==> src/tcg_cfg.svh <==
`ifndef TCG_CFG_SVH
`define TCG_CFG_SVH
// Register byte addresses on the APB
`define TCG_OFF_CTRL      12'h000
`define TCG_OFF_FAST_PRE  12'h004
`define TCG_OFF_SLOW_PRE  12'h008
`define TCG_OFF_AUX_PRE   12'h00C
`define TCG_OFF_STATUS    12'h010
// Control register bit positions
`define TCG_BIT_SLOW_SEL  0
`define TCG_BIT_FAST_SEL  1
`define TCG_BIT_PLL_PWD   2
`define TCG_BIT_AUX1_EN   3
`define TCG_BIT_AUX2_EN   4
// Control register reset value: main clock, PLL off, aux clocks on
`define TCG_CTRL_RESET    8'h1E
// Fast prescaler fields: divider in [3:0], multiplier mode in [5:4]
`define TCG_FPRE_DIV_LSB  0
`define TCG_FPRE_MODE_LSB 4
`define TCG_FPRE_RESET    8'h10
`define TCG_SPRE_RESET    8'hFF
`define TCG_APRE_RESET    8'h00
// Start-up counter presets
`define TCG_MAIN_PRESET   14'h3FFF
`define TCG_SLOW_PRESET   6'h3F
// PLL lock time in ns, converted to cycles at 10 ns
`define TCG_PLL_LOCK_NS   1000
`define TCG_CLK_NS        10
`define TCG_PLL_LOCK_CYC  (`TCG_PLL_LOCK_NS / `TCG_CLK_NS)
// Slow oscillator toggles seen before it counts as running
`define TCG_TOGGLE_NEED   4'h4
`endif

==> src/tcg_pkg.sv <==
package tcg_pkg;
   typedef struct packed {
      logic stop_main;
      logic stop_slow;
   } tcg_pm_req_t;
   typedef struct packed {
      logic main_good;
      logic slow_good;
   } tcg_good_t;
   typedef struct packed {
      logic sys_en;
      logic slow_en;
      logic aux1_en;
      logic aux2_en;
   } tcg_ticks_t;
   typedef enum logic [2:0] {
      TCG_SRC_MAIN = 3'b001,
      TCG_SRC_LOCK = 3'b010,
      TCG_SRC_PLL  = 3'b100
   } tcg_src_t;
endpackage

==> src/tcg_clock_gen.sv <==
`timescale 1ns/1ps
`include "tcg_cfg.svh"
module tcg_clock_gen #(
   parameter int MAIN_CNT_W = 14,
   parameter int SLOW_CNT_W = 6,
   parameter int PLL_LOCK   = `TCG_PLL_LOCK_CYC
) (
   // APB slave
   input  wire logic        pclk,
   input  wire logic        presetn,
   input  wire logic        psel,
   input  wire logic        penable,
   input  wire logic        pwrite,
   input  wire logic [11:0] paddr,
   input  wire logic [31:0] pwdata,
   output logic [31:0]      prdata,
   output logic             pready,
   output logic             pslverr,
   // Power management requests
   input  wire tcg_pkg::tcg_pm_req_t pm_req,
   // Oscillator inputs, one-cycle pulse per main cycle or per slow edge
   input  wire logic        main_osc_tick,
   input  wire logic        slow_osc_edge,
   // Oscillator controls and status
   output logic             high_freq_oscillator_en,
   output logic             slow_osc_en,
   output tcg_pkg::tcg_good_t good,
   // PLL control
   output logic             pll_power_down,
   output logic [1:0]       pll_mult,
   // Clock enables
   output tcg_pkg::tcg_ticks_t ticks,
   output logic             sys_from_pll,
   output logic             slow_from_osc
);
   logic [7:0] clock_reset_control;
   logic [7:0] fast_prescale_reg;
   logic [7:0] slow_pre;
   logic [7:0] aux_pre;
   logic [MAIN_CNT_W-1:0] main_cnt;
   logic [SLOW_CNT_W-1:0] slow_cnt;
   logic       main_half;
   logic [3:0] toggle_cnt;
   logic       slow_toggling;
   logic [15:0] lock_cnt;
   tcg_pkg::tcg_src_t src;
   logic       wr;
   logic       fast_source_select;
   logic       half_tick;
   logic       pre_tick;
   logic       aux1_tick;
   logic       aux2_tick;
   logic       sys_tick;

   assign wr      = psel && penable && pwrite;
   assign pready  = 1'b1;
   assign pslverr = 1'b0;

   // Main start-up timer, one count per two main oscillator ticks
   always_ff @(posedge pclk or negedge presetn) begin
      if (!presetn) begin
         main_cnt  <= `TCG_MAIN_PRESET;
         main_half <= 1'b0;
      end else if (pm_req.stop_main) begin
         main_cnt  <= `TCG_MAIN_PRESET;
         main_half <= 1'b0;
      end else if (main_osc_tick && main_cnt != '0) begin
         // 16383 counts of two ticks each give 32,766 cycles
         main_half <= ~main_half;
         if (main_half)
            main_cnt <= main_cnt - 1'b1;
      end
   end
   assign high_freq_oscillator_en = !pm_req.stop_main;
   assign good.main_good = !pm_req.stop_main && main_cnt == '0;

   // Slow start-up timer, counted on oscillator edges
   always_ff @(posedge pclk or negedge presetn) begin
      if (!presetn) begin
         slow_cnt <= `TCG_SLOW_PRESET;
      end else if (pm_req.stop_slow) begin
         slow_cnt <= `TCG_SLOW_PRESET;
      end else if (slow_osc_edge && slow_cnt != '0) begin
         slow_cnt <= slow_cnt - 1'b1;
      end
   end
   assign slow_osc_en    = !pm_req.stop_slow;
   assign good.slow_good = !pm_req.stop_slow && slow_cnt == '0;

   // Toggle detector on the slow oscillator
   always_ff @(posedge pclk or negedge presetn) begin
      if (!presetn) begin
         toggle_cnt <= 4'h0;
      end else if (pm_req.stop_slow) begin
         toggle_cnt <= 4'h0;
      end else if (slow_osc_edge && toggle_cnt != `TCG_TOGGLE_NEED) begin
         toggle_cnt <= toggle_cnt + 4'h1;
      end
   end
   assign slow_toggling = toggle_cnt == `TCG_TOGGLE_NEED;

   // Control and prescaler registers
   always_ff @(posedge pclk or negedge presetn) begin
      if (!presetn) begin
         clock_reset_control <= `TCG_CTRL_RESET;
         fast_prescale_reg   <= `TCG_FPRE_RESET;
         slow_pre            <= `TCG_SPRE_RESET;
         aux_pre             <= `TCG_APRE_RESET;
      end else if (wr) begin
         unique case (paddr)
            `TCG_OFF_CTRL: begin
               clock_reset_control <= pwdata[7:0];
               // Fast select bit is owned by the switching logic below
               clock_reset_control[`TCG_BIT_FAST_SEL] <= clock_reset_control[`TCG_BIT_FAST_SEL];
            end
            `TCG_OFF_FAST_PRE: fast_prescale_reg <= pwdata[7:0];
            `TCG_OFF_SLOW_PRE: slow_pre          <= pwdata[7:0];
            `TCG_OFF_AUX_PRE:  aux_pre           <= pwdata[7:0];
            default: ;
         endcase
      end
   end
   assign pll_power_down = clock_reset_control[`TCG_BIT_PLL_PWD];
   assign pll_mult       = fast_prescale_reg[`TCG_FPRE_MODE_LSB +: 2];

   // System source switch: main, waiting for lock, PLL
   always_ff @(posedge pclk or negedge presetn) begin
      if (!presetn) begin
         src      <= tcg_pkg::TCG_SRC_MAIN;
         lock_cnt <= 16'h0000;
      end else begin
         unique case (src)
            tcg_pkg::TCG_SRC_MAIN: begin
               lock_cnt <= 16'h0000;
               // Clear request ignored while the PLL is powered down
               if (wr && paddr == `TCG_OFF_CTRL && !pwdata[`TCG_BIT_FAST_SEL] && !pll_power_down)
                  src <= tcg_pkg::TCG_SRC_LOCK;
            end
            tcg_pkg::TCG_SRC_LOCK: begin
               if (pll_power_down || (wr && paddr == `TCG_OFF_CTRL && pwdata[`TCG_BIT_FAST_SEL]))
                  src <= tcg_pkg::TCG_SRC_MAIN;
               else if (lock_cnt == 16'(PLL_LOCK - 1))
                  src <= tcg_pkg::TCG_SRC_PLL;
               else
                  lock_cnt <= lock_cnt + 16'h0001;
            end
            tcg_pkg::TCG_SRC_PLL: begin
               if (pll_power_down || (wr && paddr == `TCG_OFF_CTRL && pwdata[`TCG_BIT_FAST_SEL]))
                  src <= tcg_pkg::TCG_SRC_MAIN;
            end
            default: src <= tcg_pkg::TCG_SRC_MAIN;
         endcase
      end
   end
   assign fast_source_select = src != tcg_pkg::TCG_SRC_PLL;
   assign sys_from_pll       = !fast_source_select;

   // Slow clock source: oscillator only when selected and toggling
   assign slow_from_osc = clock_reset_control[`TCG_BIT_SLOW_SEL] && slow_toggling;

   // Fixed divide by two ahead of the slow prescaler
   always_ff @(posedge pclk or negedge presetn) begin
      if (!presetn)
         half_tick <= 1'b0;
      else
         half_tick <= ~half_tick;
   end

   // Slow prescaler, stopped when the oscillator drives the slow clock
   tcg_divider #(.W(8)) u_slow_div (
      .pclk    (pclk),
      .presetn (presetn),
      .in_en   (half_tick && !slow_from_osc),
      .ratio   (slow_pre),
      .tick    (pre_tick)
   );

   // System clock divider, ratio 1 to 16
   tcg_divider #(.W(4)) u_sys_div (
      .pclk    (pclk),
      .presetn (presetn),
      .in_en   (1'b1),
      .ratio   (fast_prescale_reg[`TCG_FPRE_DIV_LSB +: 4]),
      .tick    (sys_tick)
   );

   // Auxiliary clock dividers, free of the system divider
   tcg_divider #(.W(4)) u_aux1_div (
      .pclk    (pclk),
      .presetn (presetn),
      .in_en   (clock_reset_control[`TCG_BIT_AUX1_EN]),
      .ratio   (aux_pre[3:0]),
      .tick    (aux1_tick)
   );
   tcg_divider #(.W(4)) u_aux2_div (
      .pclk    (pclk),
      .presetn (presetn),
      .in_en   (clock_reset_control[`TCG_BIT_AUX2_EN]),
      .ratio   (aux_pre[7:4]),
      .tick    (aux2_tick)
   );

   // Clock enable bundle
   assign ticks.sys_en  = sys_tick;
   assign ticks.slow_en = slow_from_osc ? slow_osc_edge : pre_tick;
   assign ticks.aux1_en = aux1_tick;
   assign ticks.aux2_en = aux2_tick;

   // Read data, registered in the setup phase
   always_ff @(posedge pclk or negedge presetn) begin
      if (!presetn) begin
         prdata <= 32'h00000000;
      end else if (psel && !penable && !pwrite) begin
         unique case (paddr)
            `TCG_OFF_CTRL: begin
               prdata <= {24'h000000, clock_reset_control};
               prdata[`TCG_BIT_FAST_SEL] <= fast_source_select;
            end
            `TCG_OFF_FAST_PRE: prdata <= {24'h000000, fast_prescale_reg};
            `TCG_OFF_SLOW_PRE: prdata <= {24'h000000, slow_pre};
            `TCG_OFF_AUX_PRE:  prdata <= {24'h000000, aux_pre};
            `TCG_OFF_STATUS:   prdata <= {29'h00000000, slow_toggling, good.slow_good, good.main_good};
            default:           prdata <= 32'h00000000;
         endcase
      end
   end

   // Checks
   a_main_preset: assert property (@(posedge pclk) disable iff (!presetn)
      pm_req.stop_main |=> main_cnt == `TCG_MAIN_PRESET && !good.main_good)
      else $error("main counter not preset");
   a_main_good: assert property (@(posedge pclk) disable iff (!presetn)
      good.main_good |-> main_cnt == '0 && !pm_req.stop_main)
      else $error("main good early");
   a_main_step: assert property (@(posedge pclk) disable iff (!presetn)
      !pm_req.stop_main && main_osc_tick && main_half && main_cnt != '0 |=> main_cnt == $past(main_cnt) - 1'b1)
      else $error("main counter step wrong");
   a_main_hold: assert property (@(posedge pclk) disable iff (!presetn)
      main_cnt == '0 && !pm_req.stop_main |=> main_cnt == '0)
      else $error("main counter left zero");
   a_main_restart: assert property (@(posedge pclk) disable iff (!presetn)
      $fell(pm_req.stop_main) |-> main_cnt == `TCG_MAIN_PRESET)
      else $error("main count not from preset");
   a_slow_preset: assert property (@(posedge pclk) disable iff (!presetn)
      pm_req.stop_slow |=> slow_cnt == `TCG_SLOW_PRESET)
      else $error("slow counter not preset");
   a_slow_step: assert property (@(posedge pclk) disable iff (!presetn)
      !pm_req.stop_slow && slow_osc_edge && slow_cnt != '0 |=> slow_cnt == $past(slow_cnt) - 1'b1)
      else $error("slow counter step wrong");
   a_slow_hold: assert property (@(posedge pclk) disable iff (!presetn)
      slow_cnt == '0 && !pm_req.stop_slow |=> slow_cnt == '0)
      else $error("slow counter left zero");
   a_slow_good: assert property (@(posedge pclk) disable iff (!presetn)
      good.slow_good |-> slow_cnt == '0 && !pm_req.stop_slow)
      else $error("slow good early");
   a_slow_source: assert property (@(posedge pclk) disable iff (!presetn)
      slow_from_osc |-> slow_toggling && clock_reset_control[`TCG_BIT_SLOW_SEL])
      else $error("slow source without toggling");
   a_slow_pre_off: assert property (@(posedge pclk) disable iff (!presetn)
      slow_from_osc |=> !pre_tick)
      else $error("prescaler runs on oscillator");
   a_pll_ignored: assert property (@(posedge pclk) disable iff (!presetn)
      src == tcg_pkg::TCG_SRC_MAIN && pll_power_down |=> src == tcg_pkg::TCG_SRC_MAIN)
      else $error("PLL selected while off");
   a_pll_down: assert property (@(posedge pclk) disable iff (!presetn)
      pll_power_down |=> !sys_from_pll)
      else $error("PLL in use while powered down");
   a_pll_back: assert property (@(posedge pclk) disable iff (!presetn)
      wr && paddr == `TCG_OFF_CTRL && pwdata[`TCG_BIT_FAST_SEL] |=> !sys_from_pll)
      else $error("no return to main");
   a_lock_first: assert property (@(posedge pclk) disable iff (!presetn)
      $rose(sys_from_pll) |-> $past(src) == tcg_pkg::TCG_SRC_LOCK)
      else $error("PLL used before lock");
   a_lock_count: assert property (@(posedge pclk) disable iff (!presetn)
      $rose(sys_from_pll) |-> $past(lock_cnt) == 16'(PLL_LOCK - 1))
      else $error("PLL used before lock time");
   c_main_good: cover property (@(posedge pclk) disable iff (!presetn) $rose(good.main_good));
   c_slow_good: cover property (@(posedge pclk) disable iff (!presetn) $rose(good.slow_good));
   c_slow_osc:  cover property (@(posedge pclk) disable iff (!presetn) $rose(slow_from_osc));
   c_lock_wait: cover property (@(posedge pclk) disable iff (!presetn) $rose(src == tcg_pkg::TCG_SRC_LOCK));
   c_pll_on:    cover property (@(posedge pclk) disable iff (!presetn) $rose(sys_from_pll));
endmodule // tcg_clock_gen

==> src/tcg_divider.sv <==
`timescale 1ns/1ps
// Programmable divider: one-cycle tick every (ratio+1) enabled cycles
module tcg_divider #(
   parameter int W = 8
) (
   // Clock and reset
   input  wire logic         pclk,
   input  wire logic         presetn,
   // Control
   input  wire logic         in_en,
   input  wire logic [W-1:0] ratio,
   // Output
   output logic              tick
);
   logic [W-1:0] cnt;

   // Count down, reload at zero
   always_ff @(posedge pclk or negedge presetn) begin
      if (!presetn) begin
         cnt  <= '0;
         tick <= 1'b0;
      end else begin
         tick <= 1'b0;
         if (in_en) begin
            if (cnt == '0) begin
               cnt  <= ratio;
               tick <= 1'b1;
            end else begin
               cnt <= cnt - 1'b1;
            end
         end
      end
   end
endmodule // tcg_divider

==> config.mk <==
export PLATFORM = sky130hd
export DESIGN_NAME = tcg_clock_gen
export DESIGN_NICKNAME = d
export VERILOG_FILES = /design/src/tcg_pkg.sv /design/src/tcg_clock_gen.sv /design/src/tcg_divider.sv
export VERILOG_INCLUDE_DIRS = /design/src
export SDC_FILE = /design/constraint.sdc
export NUM_CORES = 1
export LEC_CHECK = 0
export BUFFER_PORTS_ARGS = -buffer_cell sky130_fd_sc_hd__buf_2
export CAP_MARGIN = 40
export CORE_MARGIN = 8
export CORE_UTILIZATION = 43
export CTS_CLUSTER_SIZE = 25
export DETAILED_ROUTE_END_ITERATION = 12
export GPL_TIMING_DRIVEN = 1
export HOLD_SLACK_MARGIN = 0.12
export PLACE_DENSITY = 0.66
export SYNTH_ARGS = -nofsm -noshare
export SYNTH_HDL_FRONTEND = slang
export SYNTH_SLANG_ARGS = --single-unit
==> constraint.sdc <==
create_clock -name pclk -period 1.9 [get_ports pclk]
set_clock_uncertainty 0.1 [all_clocks]
set_input_delay 0.095 -clock pclk [delete_from_list [all_inputs] [get_ports pclk]]
set_output_delay 0.095 -clock pclk [all_outputs]
set_load 0.01 [all_outputs]
# Word-level counts from Yosys, hierarchy flattened
# Cells that the tools add are included.
dict set report totals {
  reg_bits 132
  input_bits 53
  output_inout_bits 47
  word_cells 121
}
dict set report classes {
  addsub 8
  eq_ne 16
  muxes 30
  bitwise_logic 2
  n_reduce_logical 45
}
# operator n
set op_table {}
lappend op_table {{$mux W14} 3}
lappend op_table {{$pmux W8 S5} 1}
lappend op_table {{$mux W16} 2}
lappend op_table {{$pmux W16 S2} 1}
lappend op_table {{$eq A12 B4 Y1 const B} 2}
lappend op_table {{$mux W4} 5}
lappend op_table {{$add A16 B1 Y16 const B} 1}
lappend op_table {{$eq A16 B7 Y1 const B} 1}
lappend op_table {{$logic_and A1 B1 Y1} 15}
lappend op_table {{$logic_not A14 Y1} 1}
lappend op_table {{$reduce_bool A14 Y1} 1}
lappend op_table {{$sub A14 B1 Y14 const B} 1}
lappend op_table {{$eq A12 B3 Y1 const B} 1}
lappend op_table {{$eq A12 B5 Y1 const B} 1}
lappend op_table {{$logic_not A12 Y1} 1}
lappend op_table {{$logic_not A4 Y1} 3}
lappend op_table {{$mux W3} 4}
lappend op_table {{$mux W6} 2}
lappend op_table {{$sub A4 B1 Y4 const B} 3}
lappend op_table {{$mux W1} 10}
lappend op_table {{$reduce_and A2 Y1} 5}
lappend op_table {{$reduce_bool A2 Y1} 5}
lappend op_table {{$pmux W3 S3} 1}
lappend op_table {{$logic_not A1 Y1} 8}
lappend op_table {{17 further kinds} 23}

# Depth between registers and ports, before layout
dict set report logic_depth {
  ltp_word 7
  mapped_depth 8
  mapped_depth_nobuf 7
}

# By module
# A second synthesis with hierarchy kept.
dict set report unflattened {
  cells_unflattened 584
  area_unflattened_um2 6013.3
}
# mod n_inst cells_per_inst area_each_um2 seq_area_each_um2
set modules_own_cells {}
lappend modules_own_cells {tcg_clock_gen 1 443 4588.2 2143.3}
lappend modules_own_cells {{tcg_divider at u_aux1_div ...} 3 26 282.8 125.1}
lappend modules_own_cells {{tcg_divider at u_slow_div} 1 63 576.8 225.2}

# Worst setup path before layout
# OpenSTA, ideal clock, no wires.
dict set report synth_timing {
  kind {register to register}
  start {reg slow_cnt[0]}
  end {reg slow_cnt[5]}
  setup_ps 68
  arrival_ps 1859
  t_required_ps 1732
  slack_ps -127
  stages_incl_launch_ff 8
  path_buffers 0
  path_cell_list {dfstp_2 > inv_1 > ha_1 > nor3b_1 > a21boi_1 > nand2_1 > or4_1 > nand3_1}
}
dict set report synth_between {
  elab_chain_cells 3
  word_cells_on_any_way 6
}
# element line
set synth_rtl {}
lappend synth_rtl {{from (decl)} tcg_clock_gen.sv:41} ;# logic [SLOW_CNT_W-1:0] slow_cnt;
lappend synth_rtl {{from (signal assigned)} tcg_clock_gen.sv:80} ;# slow_cnt <= `TCG_SLOW_PRESET;
lappend synth_rtl {{from (signal assigned)} tcg_clock_gen.sv:82} ;# slow_cnt <= `TCG_SLOW_PRESET;
lappend synth_rtl {{from (signal assigned)} tcg_clock_gen.sv:84} ;# slow_cnt <= slow_cnt - 1'b1;
lappend synth_rtl {{$sub A6 B1 Y6 or $reduce_bool A6 Y1 (tied branches)} {tcg_clock_gen.sv:84, tcg_clock_gen.sv:83}}
lappend synth_rtl {{$mux W6 or $logic_and A1 B1 Y1 (tied branches)} tcg_clock_gen.sv:83} ;# end else if (slow_osc_edge && slow_cnt != '0) begin
lappend synth_rtl {{$mux W6 or $reduce_bool A2 Y1 (tied branches)} --}
# Parallel ways exist; a longest one is shown, timed or not. The select of a mux whose other input is x is not followed.
# A chain may end at the register's enable or synchronous reset.

# Final worst setup path
# Same ends and word-level chain as after synthesis.

==> impl_metrics.tcl <==
set metrics [dict create \
    leakagePower_nw 3.25 \
    portBuffers 49 \
    grt_first_pass_wirelength_um 23200 \
    synthCells 567 \
    drcViolationCount 0 \
    critical_path_class "register to register" \
    post_synth_num_cell_types 66 \
    dpl_cell_area_mm2 0.00650 \
    initial_core_util_pct 43.9 \
    synth_area_per_cell_um2 10.3 \
    dr.pass1.iters 5 \
    ir_drop_mv 0.412 \
    worst_hold_slack_ns 0.156 \
    grt.overflow.total 0 \
    synthArstFlopShare_pct 100 \
    ant_nets 0 \
    nets 738 \
    drive_gt1_share_pct 35.1 \
    rr_startpoint "slow_cnt[0]" \
    cp_max_fo 3 \
    clock_path_buffers 2 \
    finalSetupViolCount 0 \
    maxSlewViolCount 0 \
    cap_violations 0 \
    io_pins 100 \
    largest_reg_flops 16 \
    chipWidth_um 132 \
    cts_buffers 9 \
    max_freq_mhz 544 \
    multi_input_area_mm2 0.00293 \
    min_to "toggle_cnt[0]" \
    grt_max_degree 41 \
    hold_viol_final 0 \
    synthFlopType "dfrtp_1" \
    end_kind "register" \
    min_from "slow_osc_edge" \
    routed_wl_um 13900 \
    clock_sinks 108 \
    avgViaCountPerCell 5.39 \
    cp.arrival_ns 2.03 \
    vias 4607 \
    core_mm2 0.0132 \
    top_register "lock_cnt" \
    dpl.cell_count 818 \
    synth-seq-area-share_pct 47.2 \
    drt-initial-drc-count 308 \
    nFillCells 1154 \
    die_height_um 132 \
    final_cells 854 \
    path_clk_slew_ns 0.07 \
    reg_top3 "lock_cnt: 16 flops, main_cnt: 14 flops" \
    worstReg2RegEnd "slow_cnt[5]" \
    grt_pass1_vias 4698 \
    grt_use_total_pct 16.2 \
    antenna_found_initial 1 \
    ys_ff_latch 108 \
    min_path_type "input pin to register" \
    hpwl_um 10100 \
    setup_tns_ns 0 \
    rsz0062_at_grt "true" \
    cts_root_buf "clkbuf_16" \
    synth-edff-count 0 \
    antenna_cells 0 \
    period_minus_slack_ns 1.84 \
    ff2ff_setup_slack_ns 0.06 \
    status "finished clean" \
    power_density_mw_per_mm2 752 \
    seqCellArea_mm2 0.00274 \
    worstMarginPinSlew_ns 0.557 \
    stdcell_area_mm2 0.00716 \
    reg2regPathDepth 7 \
    clk_latency_ns 0.35 \
    syn-cell-area_mm2 0.00581 \
    crit_path_start_kind "register" \
    row_count 42 \
    finalCritPeriodShare_pct 96.7 \
    hold_depth 4 \
    maxSlewHeadroom_pct 62.9 \
    gp_congestion 0.808 \
    die-area_mm2 0.0175 \
    cts_tree "built" \
    required_ns 2.10 \
    routedWlPerCell_um 16.3 \
    yosysWarnings 0 \
    syn2layout_area_growth_pct 23.1 \
    htree_levels 3 \
]
==> cell usage after synthesis, drive strengths merged, types with 6 or more instances <==
cell     n  area (µm²)
o41ai    6        52.6
dfrtp   75        1880
nor3    22         126
ha      12         150
nor4     8        83.8
inv     24        90.1
nand3b   6        45.0
nor2    38         153
o31ai   10        75.1
o21ai   32         160
xor2    16         140
and2     7        43.8
nand3   14        75.1
a31oi   10        68.8
mux2    40         450
nand4   14        87.6
nand2   56         213
clkbuf  12        47.6
buf     35         258
dfstp   33         867
a222oi   7        70.1
a21oi   19        95.1
nor3b   11        98.8
==> power breakdown <==
group / total, mW / internal (mW) / switching (mW)
combinational: 0.864 / 0.402 / 0.463
clock: 1.91 / 1.06 / 0.848
sequential: 2.61 / 2.47 / 0.144
==> cell families (layout without fill, tap and decap cells) <==
| kind of cell | count (synthesis) | count (layout) | share of synthesized area, % |
|---|---|---|---|
| compound gates | 104 | 104 | 11.9 |
| xor+xnor | 21 | 21 | 3.16 |
| fa+ha+maj | 12 | 12 | 2.58 |
| buf+inv | 72 | 159 | 6.86 |
| flops | 108 | 108 | 47.2 |
| mux | 45 | 45 | 8.61 |
| other cells | 2 | 26 | 0.129 |
| simple gates | 203 | 203 | 19.6 |
==> per-layer routing <==
layer / up-vias / part of all wire, % / track usage [%]
met1: 2278 / 45 / 19.9
li1: 2203 / - / -
met5: - / 0.094 / 0
met4: 2 / 2.4 / 7.26
met3: 24 / 4.0 / 3.51
met2: 100 / 48 / 26.7
==> placed cells by master, fill, tap and decap left out, types with 6 or more instances in the layout <==
cell type | Yosys | layout
dfrtp_1 | 75 | 75
nand2_1 | 55 | 50
buf_4 | 33 | 49
buf_2 | 2 | 47
mux2_2 | 40 | 40
nor2_1 | 36 | 36
dfstp_2 | 33 | 33
conb_1 | 2 | 26
inv_1 | 24 | 21
a21oi_1 | 19 | 19
nor3_1 | 20 | 17
o21ai_1 | 5 | 17
xor2_1 | 16 | 16
o21ai_0 | 27 | 15
nand4_1 | 14 | 14
nand3_1 | 13 | 11
ha_1 | 12 | 11
dlygate4sd3_1 | 0 | 11
o31ai_1 | 10 | 10
a31oi_1 | 9 | 9
clkbuf_16 | 0 | 9
a222oi_1 | 7 | 7
buf_6 | 0 | 7
and2_1 | 6 | 6
o41ai_1 | 6 | 6
nand3b_1 | 6 | 6
==> area by class of cell <==
class	instances	area share, %
multi-input cells	411	40.9
repair buffers	118	12.2
inverters	25	1.31
flip-flops and latches	108	38.3
well taps	176	3.08
clock buffers	11	3.39
clock inverters	5	0.822
==> critical path, stage by stage, from the launching register on <==
cell and delay [ns]:
dfstp_2 0.56, inv_2 0.04, ha_1 0.19, nor3b_4 0.16, a21boi_2 0.16, nand2_2 0.09
or4_4 0.43, nand3_2 0.07
==> worst max-delay path by stage <==
stage | start | endpoint | slack [ns] | cells after the start
CTS | slow_cnt[0] | slow_cnt[5] | 0.001 | 7
global route | main_cnt[1] | main_cnt[6] | -0.03 | 8
global placement | main_cnt[0] | main_cnt[1] | 0.02 | 8
floorplan | slow_cnt[0] | slow_cnt[5] | -0.01 | 7
finish | slow_cnt[0] | slow_cnt[5] | 0.06 | 7
detailed placement | main_cnt[0] | main_cnt[1] | -0.05 | 8
==> through the flow <==
step	setup WS [ns]	power, mW	util (%)
2_1_floorplan	-0.00989	3.17	-
3_3_place_gp	0.0191	3.41	49.1
3_5_place_dp	-0.0459	3.47	49.1
4_1_cts	0.000983	5.41	53.0
5_1_grt	-0.0329	5.67	54.1
6_report	0.0633	5.38	54.1
==> what timing repair did <==
item                                   CTS  global route
gates resized for setup                 15            35
hold buffers                            11             0
pin swaps                                5            11
endpoints found under the hold margin  130             0
setup endpoints to repair                8            36
buffers inserted                         5             6
(Power assumes the default switching activity.)
